<file path="src/hdl/tone_pkg.sv">
// Purpose: Shared constants and carriers for the digit transceiver logic
// Assumes: pclk at 100 MHz, APB register access
// Notes: Times kept in their own unit; cycle counts derived from them
package tone_pkg;

	// ----------------------------------------
	// Clock and time base
	// ----------------------------------------
	localparam int CLK_HZ = 100000000;
	localparam int TICK_US = 1000; // One timing tick = 1 ms
	localparam int TICK_CYC = CLK_HZ / 1000000 * TICK_US;
	localparam int TB_DIV = 28; // Time-base output divider, about 3.57 MHz

	// ----------------------------------------
	// Receiver timing, in ms ticks
	// ----------------------------------------
	localparam logic [7:0] TONE_DETECT_MS = 8'h28;  // 40 ms valid tone
	localparam logic [7:0] TONE_REJECT_MS = 8'h14;  // 20 ms rejected tone
	localparam logic [7:0] PAUSE_REDET_MS = 8'h28;  // 40 ms redetection pause
	localparam logic [7:0] PAUSE_BRIDGE_MS = 8'h14; // 20 ms bridged gap
	localparam logic [7:0] DETECT_MS = 8'h1e;       // 30 ms, inside 25..46
	localparam logic [7:0] RELEASE_MS = 8'h28;      // 40 ms, inside 35..50

	// ----------------------------------------
	// APB register map
	// ----------------------------------------
	localparam logic [11:0] ADDR_CTRL = 12'h000;
	localparam logic [11:0] ADDR_STATUS = 12'h004;
	localparam logic [11:0] ADDR_IRQ_STAT = 12'h008;
	localparam logic [11:0] ADDR_IRQ_MASK = 12'h00c;
	localparam logic [11:0] ADDR_TX_CODE = 12'h010;
	localparam int CTRL_OSC_SEL = 0;
	localparam int CTRL_CRYSTAL_IN = 1;
	localparam int CTRL_GEN_STOP = 2;
	localparam int IRQ_DIGIT = 0;
	localparam int IRQ_RELEASE = 1;
	localparam int IRQ_TX_START = 2;
	localparam int IRQ_W = 3;

	// ----------------------------------------
	// Digit codes
	// ----------------------------------------
	localparam logic [3:0] CODE_D = 4'h0;
	localparam logic [3:0] CODE_0 = 4'ha;
	localparam logic [3:0] CODE_STAR = 4'hb;
	localparam logic [3:0] CODE_HASH = 4'hc;
	localparam logic [3:0] CODE_A = 4'hd;
	localparam logic [3:0] CODE_B = 4'he;
	localparam logic [3:0] CODE_C = 4'hf;

	// Receiver post-processor states
	typedef enum logic [1:0] {
		RX_IDLE = 2'b00,
		RX_QUAL = 2'b01,
		RX_HELD = 2'b10,
		RX_GAP = 2'b11
	} rx_state_t;

	// Detected tone pair from the filter bank
	typedef struct packed {
		logic present;
		logic [1:0] row;
		logic [1:0] col;
	} tone_pair_t;

	// Generator output
	typedef struct packed {
		logic active;
		logic [3:0] code;
	} gen_out_t;

endpackage

</file>
<file path="src/hdl/ms_ticker.sv">
// Purpose: Millisecond tick and shared time-base divider
// Assumes: Selected time base drives the divider
// Notes: Tick is one pclk wide
`timescale 1ns/100ps
`default_nettype none
module ms_ticker #(
	parameter int TICK_CYCLES = tone_pkg::TICK_CYC,
	parameter int TB_DIVIDE = tone_pkg::TB_DIV
) (
	// Clock and reset
	input wire logic pclk,
	input wire logic presetn,
	// Time base control
	input wire logic run,
	// Outputs
	output logic tick,
	output logic timebase
);
	// Elaboration check of the divider values
	if (TICK_CYCLES < 2 || TB_DIVIDE < 2) begin : g_bad_div
		$error("ms_ticker: divider values too small");
	end

	typedef struct packed {
		logic [31:0] cnt;
		logic [7:0] tb;
		logic tick;
		logic clk;
	} tick_state_t;

	tick_state_t s_r;
	tick_state_t s_nxt;

	// Divide the time base into ms ticks and the shared clock
	always_comb begin
		s_nxt = s_r;
		s_nxt.tick = 1'b0;
		if (run) begin
			if (s_r.cnt == 32'(TICK_CYCLES - 1)) begin
				s_nxt.cnt = '0;
				s_nxt.tick = 1'b1;
			end else begin
				s_nxt.cnt = s_r.cnt + 32'h1;
			end
			if (s_r.tb == 8'(TB_DIVIDE / 2 - 1)) begin
				s_nxt.tb = '0;
				s_nxt.clk = ~s_r.clk;
			end else begin
				s_nxt.tb = s_r.tb + 8'h1;
			end
		end
	end

	// State register
	always_ff @(posedge pclk or negedge presetn) begin
		if (!presetn) begin
			s_r <= '0;
		end else begin
			s_r <= s_nxt;
		end
	end

	assign tick = s_r.tick;
	assign timebase = s_r.clk;
endmodule // ms_ticker
`default_nettype wire

</file>
<file path="src/hdl/tone_digit_xcvr.sv">
// Purpose: Digital side of a dual-tone digit transceiver
// Assumes: Tone pair detection from the analog filter bank arrives synchronous
// Notes: APB slave holds control, status, interrupt and generator registers
//
// Overview of operation
// - A tone pair lasting 40 ms or more is reported as a digit.
// - A tone pair of 20 ms or less is never reported.
// - After a gap of 40 ms or more the next pair is a new digit.
// - Gaps of 20 ms or less are bridged; digit stays asserted.
// - Result asserted 25-46 ms after onset, released 35-50 ms after end.
// - Code outputs drive while output enable low, float while high.
// - Codes: 1-9 binary, 0=1010, star=1011, hash=1100, A=1101, B=1110.
// - C is 1111, D is 0000; generator uses the same codes.
// - Valid flag and code rise on detection, clear after timed pause.
// - Strobe falling edge captures generator code and starts the tone.
// - Stop high disables the tone until a new code is captured.
// - Oscillator select high runs from the own crystal oscillator.
// - Time base is driven out; with crystal_in high, select low, shared line used.
//
// Design decisions made here: the address map and the APB slave port.
`timescale 1ns/100ps
`default_nettype none
module tone_digit_xcvr #(
	parameter int TICK_CYCLES = tone_pkg::TICK_CYC
) (
	// Clock and reset
	input wire logic pclk,
	input wire logic presetn,
	// APB slave
	input wire logic psel,
	input wire logic penable,
	input wire logic pwrite,
	input wire logic [11:0] paddr,
	input wire logic [31:0] pwdata,
	output logic [31:0] prdata,
	output logic pready,
	output logic pslverr,
	// Tone detector input
	input wire tone_pkg::tone_pair_t tone_in,
	// Receiver code pins
	input wire logic receiver_output_enable_n,
	output logic [3:0] rx_code_out,
	output logic [3:0] rx_code_oe,
	output logic digit_valid_flag,
	// Generator pins
	input wire logic [3:0] tx_code_inputs,
	input wire logic tone_code_strobe,
	input wire logic generator_stop,
	output tone_pkg::gen_out_t gen_out,
	// Time base
	input wire logic crystal_in,
	input wire logic oscillator_select,
	input wire logic shared_timebase_in,
	output logic shared_timebase_out,
	output logic crystal_out,
	// Interrupt
	output logic irq
);
	// Elaboration check of the tick divider
	if (TICK_CYCLES < 2) begin : g_bad_tick
		$error("tone_digit_xcvr: TICK_CYCLES too small");
	end

	// ----------------------------------------
	// State
	// ----------------------------------------
	typedef struct packed {
		tone_pkg::rx_state_t st;
		logic [7:0] on_ms;
		logic [7:0] off_ms;
		logic [3:0] code;
		logic [3:0] cand;
		logic valid;
		logic strobe_d;
		logic [3:0] tx_code;
		logic tx_active;
		logic [2:0] ctrl;
		logic [tone_pkg::IRQ_W-1:0] irq_stat;
		logic [tone_pkg::IRQ_W-1:0] irq_mask;
		logic [31:0] rdata;
		logic tb_d;
	} xcvr_state_t;

	xcvr_state_t s_r;
	xcvr_state_t s_nxt;
	logic tick;
	logic tb_clk;
	logic run;
	logic osc_own;
	logic osc_ext;
	logic wr_stb;
	logic rd_stb;
	logic [3:0] pair_code;
	logic strobe_fall;
	logic stop_any;
	logic [tone_pkg::IRQ_W-1:0] ev;

	// Time base source selection
	assign osc_own = oscillator_select & s_r.ctrl[tone_pkg::CTRL_OSC_SEL];
	assign osc_ext = crystal_in & ~oscillator_select;
	assign run = osc_own | (osc_ext & (shared_timebase_in ^ s_r.tb_d));

	// Tick divider from the time base
	ms_ticker #(
		.TICK_CYCLES(TICK_CYCLES),
		.TB_DIVIDE(tone_pkg::TB_DIV)
	) u_ticker (
		.pclk(pclk),
		.presetn(presetn),
		.run(run),
		.tick(tick),
		.timebase(tb_clk)
	);

	// Shared time-base output and crystal drive
	assign shared_timebase_out = osc_own ? tb_clk : 1'b0;
	assign crystal_out = osc_own ? ~tb_clk : 1'b0;

	// Row/column to code mapping
	always_comb begin
		pair_code = tone_pkg::CODE_D;
		case ({tone_in.row, tone_in.col})
			4'h0: pair_code = 4'h1;
			4'h1: pair_code = 4'h2;
			4'h2: pair_code = 4'h3;
			4'h3: pair_code = tone_pkg::CODE_A;
			4'h4: pair_code = 4'h4;
			4'h5: pair_code = 4'h5;
			4'h6: pair_code = 4'h6;
			4'h7: pair_code = tone_pkg::CODE_B;
			4'h8: pair_code = 4'h7;
			4'h9: pair_code = 4'h8;
			4'ha: pair_code = 4'h9;
			4'hb: pair_code = tone_pkg::CODE_C;
			4'hc: pair_code = tone_pkg::CODE_STAR;
			4'hd: pair_code = tone_pkg::CODE_0;
			4'he: pair_code = tone_pkg::CODE_HASH;
			4'hf: pair_code = tone_pkg::CODE_D;
			default: pair_code = tone_pkg::CODE_D;
		endcase
	end

	// APB strobes, code strobe falling edge and combined stop
	assign wr_stb = psel & penable & pwrite;
	assign rd_stb = psel & ~penable & ~pwrite;
	assign strobe_fall = s_r.strobe_d & ~tone_code_strobe;
	assign stop_any = generator_stop | s_r.ctrl[tone_pkg::CTRL_GEN_STOP];

	// ----------------------------------------
	// Next-state logic
	// ----------------------------------------
	always_comb begin
		s_nxt = s_r;
		ev = '0;
		s_nxt.strobe_d = tone_code_strobe;
		s_nxt.tb_d = shared_timebase_in;

		// Receiver post-processor, counted in ms ticks
		case (s_r.st)
			tone_pkg::RX_IDLE: begin
				s_nxt.on_ms = '0;
				if (tone_in.present) begin
					s_nxt.st = tone_pkg::RX_QUAL;
					s_nxt.cand = pair_code;
				end
			end
			tone_pkg::RX_QUAL: begin
				if (!tone_in.present || pair_code != s_r.cand) begin
					s_nxt.st = tone_pkg::RX_IDLE;
				end else if (tick) begin
					s_nxt.on_ms = s_r.on_ms + 8'h1;
					if (s_r.on_ms + 8'h1 >= tone_pkg::DETECT_MS) begin
						s_nxt.st = tone_pkg::RX_HELD;
						s_nxt.valid = 1'b1;
						s_nxt.code = s_r.cand;
						ev[tone_pkg::IRQ_DIGIT] = 1'b1;
					end
				end
			end
			tone_pkg::RX_HELD: begin
				s_nxt.off_ms = '0;
				if (!tone_in.present) begin
					s_nxt.st = tone_pkg::RX_GAP;
				end
			end
			tone_pkg::RX_GAP: begin
				if (tone_in.present && s_r.off_ms <= tone_pkg::PAUSE_BRIDGE_MS) begin
					s_nxt.st = tone_pkg::RX_HELD;
				end else if (tick) begin
					s_nxt.off_ms = s_r.off_ms + 8'h1;
					if (s_r.off_ms + 8'h1 >= tone_pkg::RELEASE_MS) begin
						s_nxt.st = tone_pkg::RX_IDLE;
						s_nxt.valid = 1'b0;
						s_nxt.code = '0;
						ev[tone_pkg::IRQ_RELEASE] = 1'b1;
					end
				end
			end
			default: s_nxt.st = tone_pkg::RX_IDLE;
		endcase

		// Generator: stop clears, then strobe falling edge restarts, so strobe wins
		if (stop_any) begin
			s_nxt.tx_active = 1'b0;
		end
		if (strobe_fall) begin
			s_nxt.tx_code = tx_code_inputs;
			s_nxt.tx_active = 1'b1;
			ev[tone_pkg::IRQ_TX_START] = 1'b1;
		end

		// APB writes
		if (wr_stb) begin
			case (paddr)
				tone_pkg::ADDR_CTRL: s_nxt.ctrl = pwdata[2:0];
				tone_pkg::ADDR_IRQ_MASK: s_nxt.irq_mask = pwdata[tone_pkg::IRQ_W-1:0];
				tone_pkg::ADDR_IRQ_STAT: s_nxt.irq_stat = s_r.irq_stat & ~pwdata[tone_pkg::IRQ_W-1:0];
				tone_pkg::ADDR_TX_CODE: begin
					s_nxt.tx_code = pwdata[3:0];
					s_nxt.tx_active = 1'b1;
				end
				default: s_nxt.ctrl = s_r.ctrl;
			endcase
		end
		// Events set after clear so set wins
		s_nxt.irq_stat = s_nxt.irq_stat | ev;

		// APB read data captured in setup
		if (rd_stb) begin
			case (paddr)
				tone_pkg::ADDR_CTRL: s_nxt.rdata = {29'h0, s_r.ctrl};
				tone_pkg::ADDR_STATUS: s_nxt.rdata = {22'h0, s_r.tx_active, s_r.tx_code, s_r.valid, s_r.code};
				tone_pkg::ADDR_IRQ_STAT: s_nxt.rdata = {29'h0, s_r.irq_stat};
				tone_pkg::ADDR_IRQ_MASK: s_nxt.rdata = {29'h0, s_r.irq_mask};
				tone_pkg::ADDR_TX_CODE: s_nxt.rdata = {28'h0, s_r.tx_code};
				default: s_nxt.rdata = 32'h0;
			endcase
		end
	end

	// ----------------------------------------
	// State register
	// ----------------------------------------
	always_ff @(posedge pclk or negedge presetn) begin
		if (!presetn) begin
			s_r <= '{st: tone_pkg::RX_IDLE, ctrl: 3'h1, default: '0};
		end else begin
			s_r <= s_nxt;
		end
	end

	// ----------------------------------------
	// Outputs
	// ----------------------------------------
	// APB answers in the access cycle, no wait states
	assign pready = 1'b1;
	assign pslverr = psel & penable & (paddr[11:0] > tone_pkg::ADDR_TX_CODE || paddr[1:0] != 2'b00);
	assign prdata = s_r.rdata;

	// Three-state code pins
	assign rx_code_out = s_r.code;
	assign rx_code_oe = {4{~receiver_output_enable_n}};
	assign digit_valid_flag = s_r.valid;

	assign gen_out = '{active: s_r.tx_active & ~stop_any, code: s_r.tx_code};

	// A set mask bit hides its event from the interrupt line
	assign irq = |(s_r.irq_stat & ~s_r.irq_mask);
endmodule // tone_digit_xcvr
`default_nettype wire

</file>
<file path="config.mk">
export PLATFORM = sky130hd
export DESIGN_NAME = tone_digit_xcvr
export DESIGN_NICKNAME = d
export VERILOG_FILES = /design/src/hdl/tone_pkg.sv /design/src/hdl/ms_ticker.sv /design/src/hdl/tone_digit_xcvr.sv
export SDC_FILE = /design/constraint.sdc
export NUM_CORES = 1
export LEC_CHECK = 0
export BUFFER_PORTS_ARGS = -buffer_cell sky130_fd_sc_hd__buf_4
export CELL_PAD_IN_SITES_DETAIL_PLACEMENT = 0
export CELL_PAD_IN_SITES_GLOBAL_PLACEMENT = 1
export CORE_ASPECT_RATIO = 2
export CORE_UTILIZATION = 25
export DETAILED_ROUTE_END_ITERATION = 10
export PLACE_DENSITY = 0.5
export SLEW_MARGIN = 20
export SYNTH_ARGS = -nofsm -noshare
export SYNTH_HDL_FRONTEND = slang
export SYNTH_SLANG_ARGS = --single-unit
</file>
<file path="constraint.sdc">
create_clock -name pclk -period 2.5 [get_ports pclk]
set_clock_uncertainty 0.2 [all_clocks]
set_input_delay 0.5 -clock pclk [delete_from_list [all_inputs] [get_ports pclk]]
set_output_delay 0.5 -clock pclk [all_outputs]
set_load 0.05 [all_outputs]
</file>
# After elaboration in Yosys (flattened, before gate mapping)
# Memories as Yosys holds them, arrays and structs flattened.
# Cells that the tools add are included.
[op_classes]
n_addsub = 4
n_lt_le_gt_ge = 4
eq_ne = 22
mux = 50
bitwise_logic = 25
n_reduce_logical = 19
[ops]
columns = ["operator", "n"]
rows = [
  ["case mux 10 bit (5 select lines)", 1],
  ["adder 32 x 1 -> 32 bit, second input constant", 1],
  ["== test 32 x 17 -> 1 bit, second input constant", 1],
  ["two-way mux 32 bit", 1],
  ["case mux 8 bit (2 select lines)", 2],
  ["adder 8 x 1 -> 8 bit, second input constant", 3],
  ["== test 12 x 4 -> 1 bit, second input constant", 2],
  ["two-way mux 12 bit", 2],
  ["two-way mux 1 bit", 20],
  ["two-way mux 2 bit", 8],
  ["two-way mux 4 bit", 4],
  ["two-way mux 8 bit", 2],
  ["two-way mux 14 bit", 1],
  ["== test 12 x 3 -> 1 bit, second input constant", 1],
  ["== test 12 x 5 -> 1 bit, second input constant", 1],
  ["> comparator 12 x 5 -> 1 bit, second input constant", 1],
  ["zero test 12 bit", 1],
  ["inequality test 2 bit, second input constant", 6],
  ["AND 1 bit", 10],
  ["two-way mux 10 bit", 1],
  ["two-way mux 5 bit", 2],
  ["two-way mux 3 bit", 3],
  ["== test 8 x 4 -> 1 bit, second input constant", 1],
  ["greater-or-equal comparator 8 x 5 -> 1 bit, second input constant", 1],
  ["other kinds (27)", 48],
]
[word_totals]
register_bits = 117
rom_bits = 64
input_bits = 64
out_inout_bits = 51
wordCells = 143
mem_count = 1
[memory_table]
columns = ["name", "depth", "width", "rd", "rd_clocked_by_memory_dff", "write_ports", "line", "source"]
rows = [
  ["(no name shown)", 16, 4, 1, 0, 0, "tone_digit_xcvr.sv:122", "case ({tone_in.row, tone_in.col})"],
]

# Logic depth before layout (Yosys ltp)
[depth]
word_depth = 7
mapped_depth = 9
mapped_depth_nobuf = 8

# By module
# A second synthesis with hierarchy kept.
[hier_totals]
cells_unflattened = 588
area_unflattened_um2 = 5491.5
[by_module_without_submodules]
columns = ["mod", "n_inst", "cells_each", "area_each_um2", "seq_area_each_um2"]
rows = [
  ["tone_digit_xcvr", 1, 394, 3469.6, 1327.5],
  ["ms_ticker", 1, 194, 2021.9, 1051.0],
]

# Least setup slack after synthesis
# No wires, ideal clock.
[synth_path]
path_kind = "input to register"
startpoint = "input tone_in[1] (netlist bit)"
endpoint = "register s_r[72] (netlist bit)"
setup_ns = 0.069
arrival_ns = 2.407
t_required_ns = 2.231
path_slack_ns = -0.176
stages = 8
n_path_buf = 0
cell_sequence = "inv_1 ha_1 mux2i_4 xnor2_1 or3_1 a221o_1 or4_1 nand3_1"
[synth_via]
elab_chain_cells = 5
[synth_rtl]
columns = ["item", "line", "source"]
rows = [
  ["from (decl)", "tone_digit_xcvr.sv:39", "input wire tone_pkg::tone_pair_t tone_in,"],
  ["memory read (16 x 4 bit)", "--", ""],
  ["inequality test 4 bit", "tone_digit_xcvr.sv:168", "if (!tone_in.present || pair_code != s_r.cand) begin"],
  ["logical OR 1 bit", "tone_digit_xcvr.sv:168", ""],
  ["inequality test 2 bit (no line)", "--", ""],
  ["AND reduction 3 bit (no line)", "--", ""],
  ["to (signal assigned)", "tone_digit_xcvr.sv:248", "s_r <= s_nxt;"],
  ["to (decl)", "tone_digit_xcvr.sv:84", "xcvr_state_t s_r;"],
]
# Every way passes these cells.
# A chain may end at the register's enable or synchronous reset.

# Worst setup path after layout
# Ends and elaborated chain as after synthesis.

==> metrics.md <==
| Metric | Value |
|---|---|
| Final WS setup | -0.02601 ns |
| Mapped cell area | roughly 5300 um^2 |
| Final cycle utilization of the critical path | 101.0% |
| Synth Instances | roughly 560 |
| Inst Count DP | 890 |
| Post-synth top cells | dfrtp_1, nand2_1, buf_4, nor2_1, o21ai_0 |
| Final wirelength | around 14000 um |
| Clock power share | 38.4% |
| Post-synth top area share | 44.08% |
| Seq pwr share | 48.0% |
| Worst Hold End | s_r[47] |
| HPWL after DPL | between 10000 and 15000 um |
| Worst skew pair latency | between 0.3 and 0.4 ns |
| Finished Layout Cells | between 900 and 1000 |
| Synth async-reset ratio | 100.0% |
| Core ar. | 20930 um^2 |
| Hold Slack | 0.07175 ns |
| Routed WL per cell | 14.91 um |
| Dominant synthesized flop cell | dfrtp_1 |
| Kind of critical path | primary input to register |
| Endpoints failing setup | 1 |
| Maximum fanout along the worst path | 4 |
| Reg2Reg Depth | 9 |
| Grt ovf | 0 |
| PwrDens | 548.5 nW/um^2 |
| Proportion of layout cells with a drive suffix above 1 | approximately 22% |
| Seq cells post-synth | 95 |
| Hold path depth | 1 |
| Final GP Congestion | slightly below 0.8 |
| IO Pins | 115 |
| WP data arrival | 2.61 ns |
| Hold WC Path Type | primary input to register |
| PortBufs | 63 |
| Full die area | ~22000 um^2 |
| Main area contributors after synthesis | dfrtp_1, buf_4, nand2_1 |
| Number of CTS-inserted buffers | 9 |
| Initial core utilization | roughly 26% |
| Post-synth EDFFs | 0 |
| Failing checks | negative setup slack |
| Iteration-0 DRC Markers | 136 |
| Via/cell ratio | about 4.6 |
| Combinational power share | a little over an eighth |
| Tot GR Track Use | between 10% and 20% |
| R2R Path Start | s_r[66] |
| Crit path time final | 2.526 ns |
| Fin. Hold Viols | 0 |
| Sw Ratio | approximately 28% |
| R2R Setup Slk | roughly 0.090 ns |
| Die width | 105.3 um |
| Yosys warns | 0 |
| Critical Path Sink Type | register |
| Clock Sinks | 95 |
| Fin nets | between 700 and 800 |
| CTS root buf | clkbuf_16 |
| First-pass GRT wire length | 22740 um |
| VDD IR-drop max | 0.2664 mV |
| Pre-CTS setup slack | -0.3505 ns |
| Chip height | 208.6 um |
| DRC viols | 0 |
| Antenna violations before repair | 0 |
| FF-to-FF End | rx_code_out[0] |
| FMAX | between 0.3 and 0.4 GHz |
| H-tree depth | 3 |
| CTS tree | yes |
| Vias in the first global route | 4548 |
| CTS Buffer Depth | 2 |
| Ant. Diodes | 0 |
| Top cell type by total area after synthesis | dfrtp_1 |
| Largest net degree at the start of global routing | 35 |
| Register area share after synthesis | 44.57% |
| Psw | 988.4 uW |
| Mean Syn Cell Area | approximately 9.5 um^2 |
| Leak | 0.002992 uW |
| RSZ-0062 raised after global routing | true |
| Critical Path RT | between 2 and 3 ns |
| Area grow syn2layout | 21.81% |
| Status | complete, but fails checks |
| Internal power | 2577 uW |
| Setup_tns | -0.02601 ns |
| Startpoint Class | primary input |
| Most numerous cell in the Yosys netlist | dfrtp_1 |
| Antenna Nets Post-Route | 0 |
| Row cnt | 75 |
| Min-delay src | tone_code_strobe |
| # Max-Cap Violations | 0 |
| Total power | 3565 uW |
| Distinct cells, synth | between 50 and 60 |
| Clock-pin transition on the worst setup and hold timing paths | around 0.07 ns |
| Via count | 4214 |
| DRT Pass-1 Iters | 4 |
| Max Slew Vio Count | 0 |
-- how the worst max path moves through the flow --
stage,end,cells past startpoint,start,slack [ns]
after floorplan,s_r[72],8,tone_in[1],-0.17
after global placement,s_r[72],9,tone_in[1],-0.38
after detailed placement,s_r[72],9,tone_in[1],-0.35
after CTS,s_r[72],13,tone_in[1],0.01
after global routing,s_r[72],9,tone_in[1],-0.08
final,s_r[72],9,tone_in[1],-0.03
-- through the flow --
step / area [um^2] / util, %
after global placement: 6121 / 29.25
final: 6500 / 31.06
after floorplan: 5450 / -
after global routing: 6500 / 31.06
after CTS: 6455 / 30.85
after detailed placement: 6121 / 29.25
-- power by group through the flow --
stage,combinational [uW],clock [uW],sequential (uW)
final,483,1370,1710
after global routing,534,1490,1730
after CTS,486,1430,1710
after detailed placement,480,0,1740
after global placement,473,0,1740
after floorplan,352,0,1710
-- timing repair --
item / 4_1_cts / 5_1_grt
gates resized for setup: 6 / 10
cloned: 0 / 0
setup endpoints to repair: 1 / 13
setup buffers: 2 / 1
pin swaps: 4 / 7
hold endpoints to repair: 31 / 0
hold buffers: 1 / 0
-- cell usage in the layout (no fill, tap or decap), types with 3 or more instances in the layout --
| cell type | netlist | final |
|---|---|---|
| and2_1 | 4 | 4 |
| and3_1 | 15 | 15 |
| and4_1 | 3 | 3 |
| a21oi_1 | 13 | 13 |
| nor2_1 | 31 | 31 |
| or2_2 | 3 | 3 |
| xnor2_1 | 25 | 24 |
| inv_1 | 24 | 23 |
| o31ai_1 | 4 | 4 |
| mux2i_1 | 13 | 13 |
| buf_4 | 45 | 92 |
| a21o_1 | 4 | 4 |
| o21ai_0 | 30 | 29 |
| conb_1 | 2 | 23 |
| or3_1 | 5 | 3 |
| clkbuf_1 | 7 | 4 |
| a211oi_2 | 0 | 5 |
| xor2_1 | 21 | 21 |
| dfrtp_1 | 94 | 94 |
| nand4_1 | 14 | 14 |
| a22o_1 | 7 | 7 |
| nor4_1 | 6 | 5 |
| ha_1 | 13 | 10 |
| nor3_1 | 15 | 14 |
| mux2_2 | 7 | 7 |
| o21ai_1 | 2 | 3 |
| o2bb2ai_1 | 3 | 3 |
| nand3_1 | 23 | 22 |
| nor2b_1 | 7 | 6 |
| clkbuf_16 | 0 | 9 |
| a31oi_1 | 3 | 3 |
| nand2b_1 | 6 | 6 |
| nand2_1 | 72 | 72 |
-- state kept, by name (all words and copies together), names as in the netlist --
signal             flops
prdata                10
u_ticker.tick          1
u_ticker.timebase      1
digit_valid_flag       1
rx_code_out            4
u_ticker.s_r          40
s_r                   34
gen_out                4
-- final cells by class --
cell class | count | area, um^2
clock buffers | 13 | 240.2
clock inverters | 3 | 46.29
fillers | 2168 | 14430
multi-input cells | 408 | 2661
flip-flops and latches | 95 | 2379
repair buffers | 96 | 743.2
well taps | 269 | 336.6
inverters | 24 | 93.84
-- metal layers --
layer | part of all wire, % | track usage, % | up-vias
li1 | - | - | 2038
met1 | 38 | 13.08 | 2080
met2 | 56 | 25.77 | 73
met3 | 2.7 | 2.246 | 23
met4 | 3.3 | 6.265 | 0
met5 | 0 | 0 | -
-- kinds of logic (layout without fill, tap and decap cells) --
family | count (synthesis) | in the layout | share of synthesized area [%]
compound gates | 90 | 90 | 11.28
simple gates | 215 | 215 | 20.19
fa+ha+maj | 13 | 13 | 3.048
flops | 95 | 95 | 44.57
mux | 21 | 21 | 4.338
buf+inv | 79 | 136 | 8.886
xor+xnor | 46 | 46 | 7.550
other cells | 2 | 23 | 0.1407
-- worst max-delay path, cell delays in order --
cell	delay, ns
buf_4	0.11
clkinvlp_4	0.13
buf_4	0.16
buf_4	0.13
a32o_2	0.27
or3_4	0.33
a221o_1	0.41
or4_4	0.50
nand3_2	0.08
(Power assumes the default switching activity.)
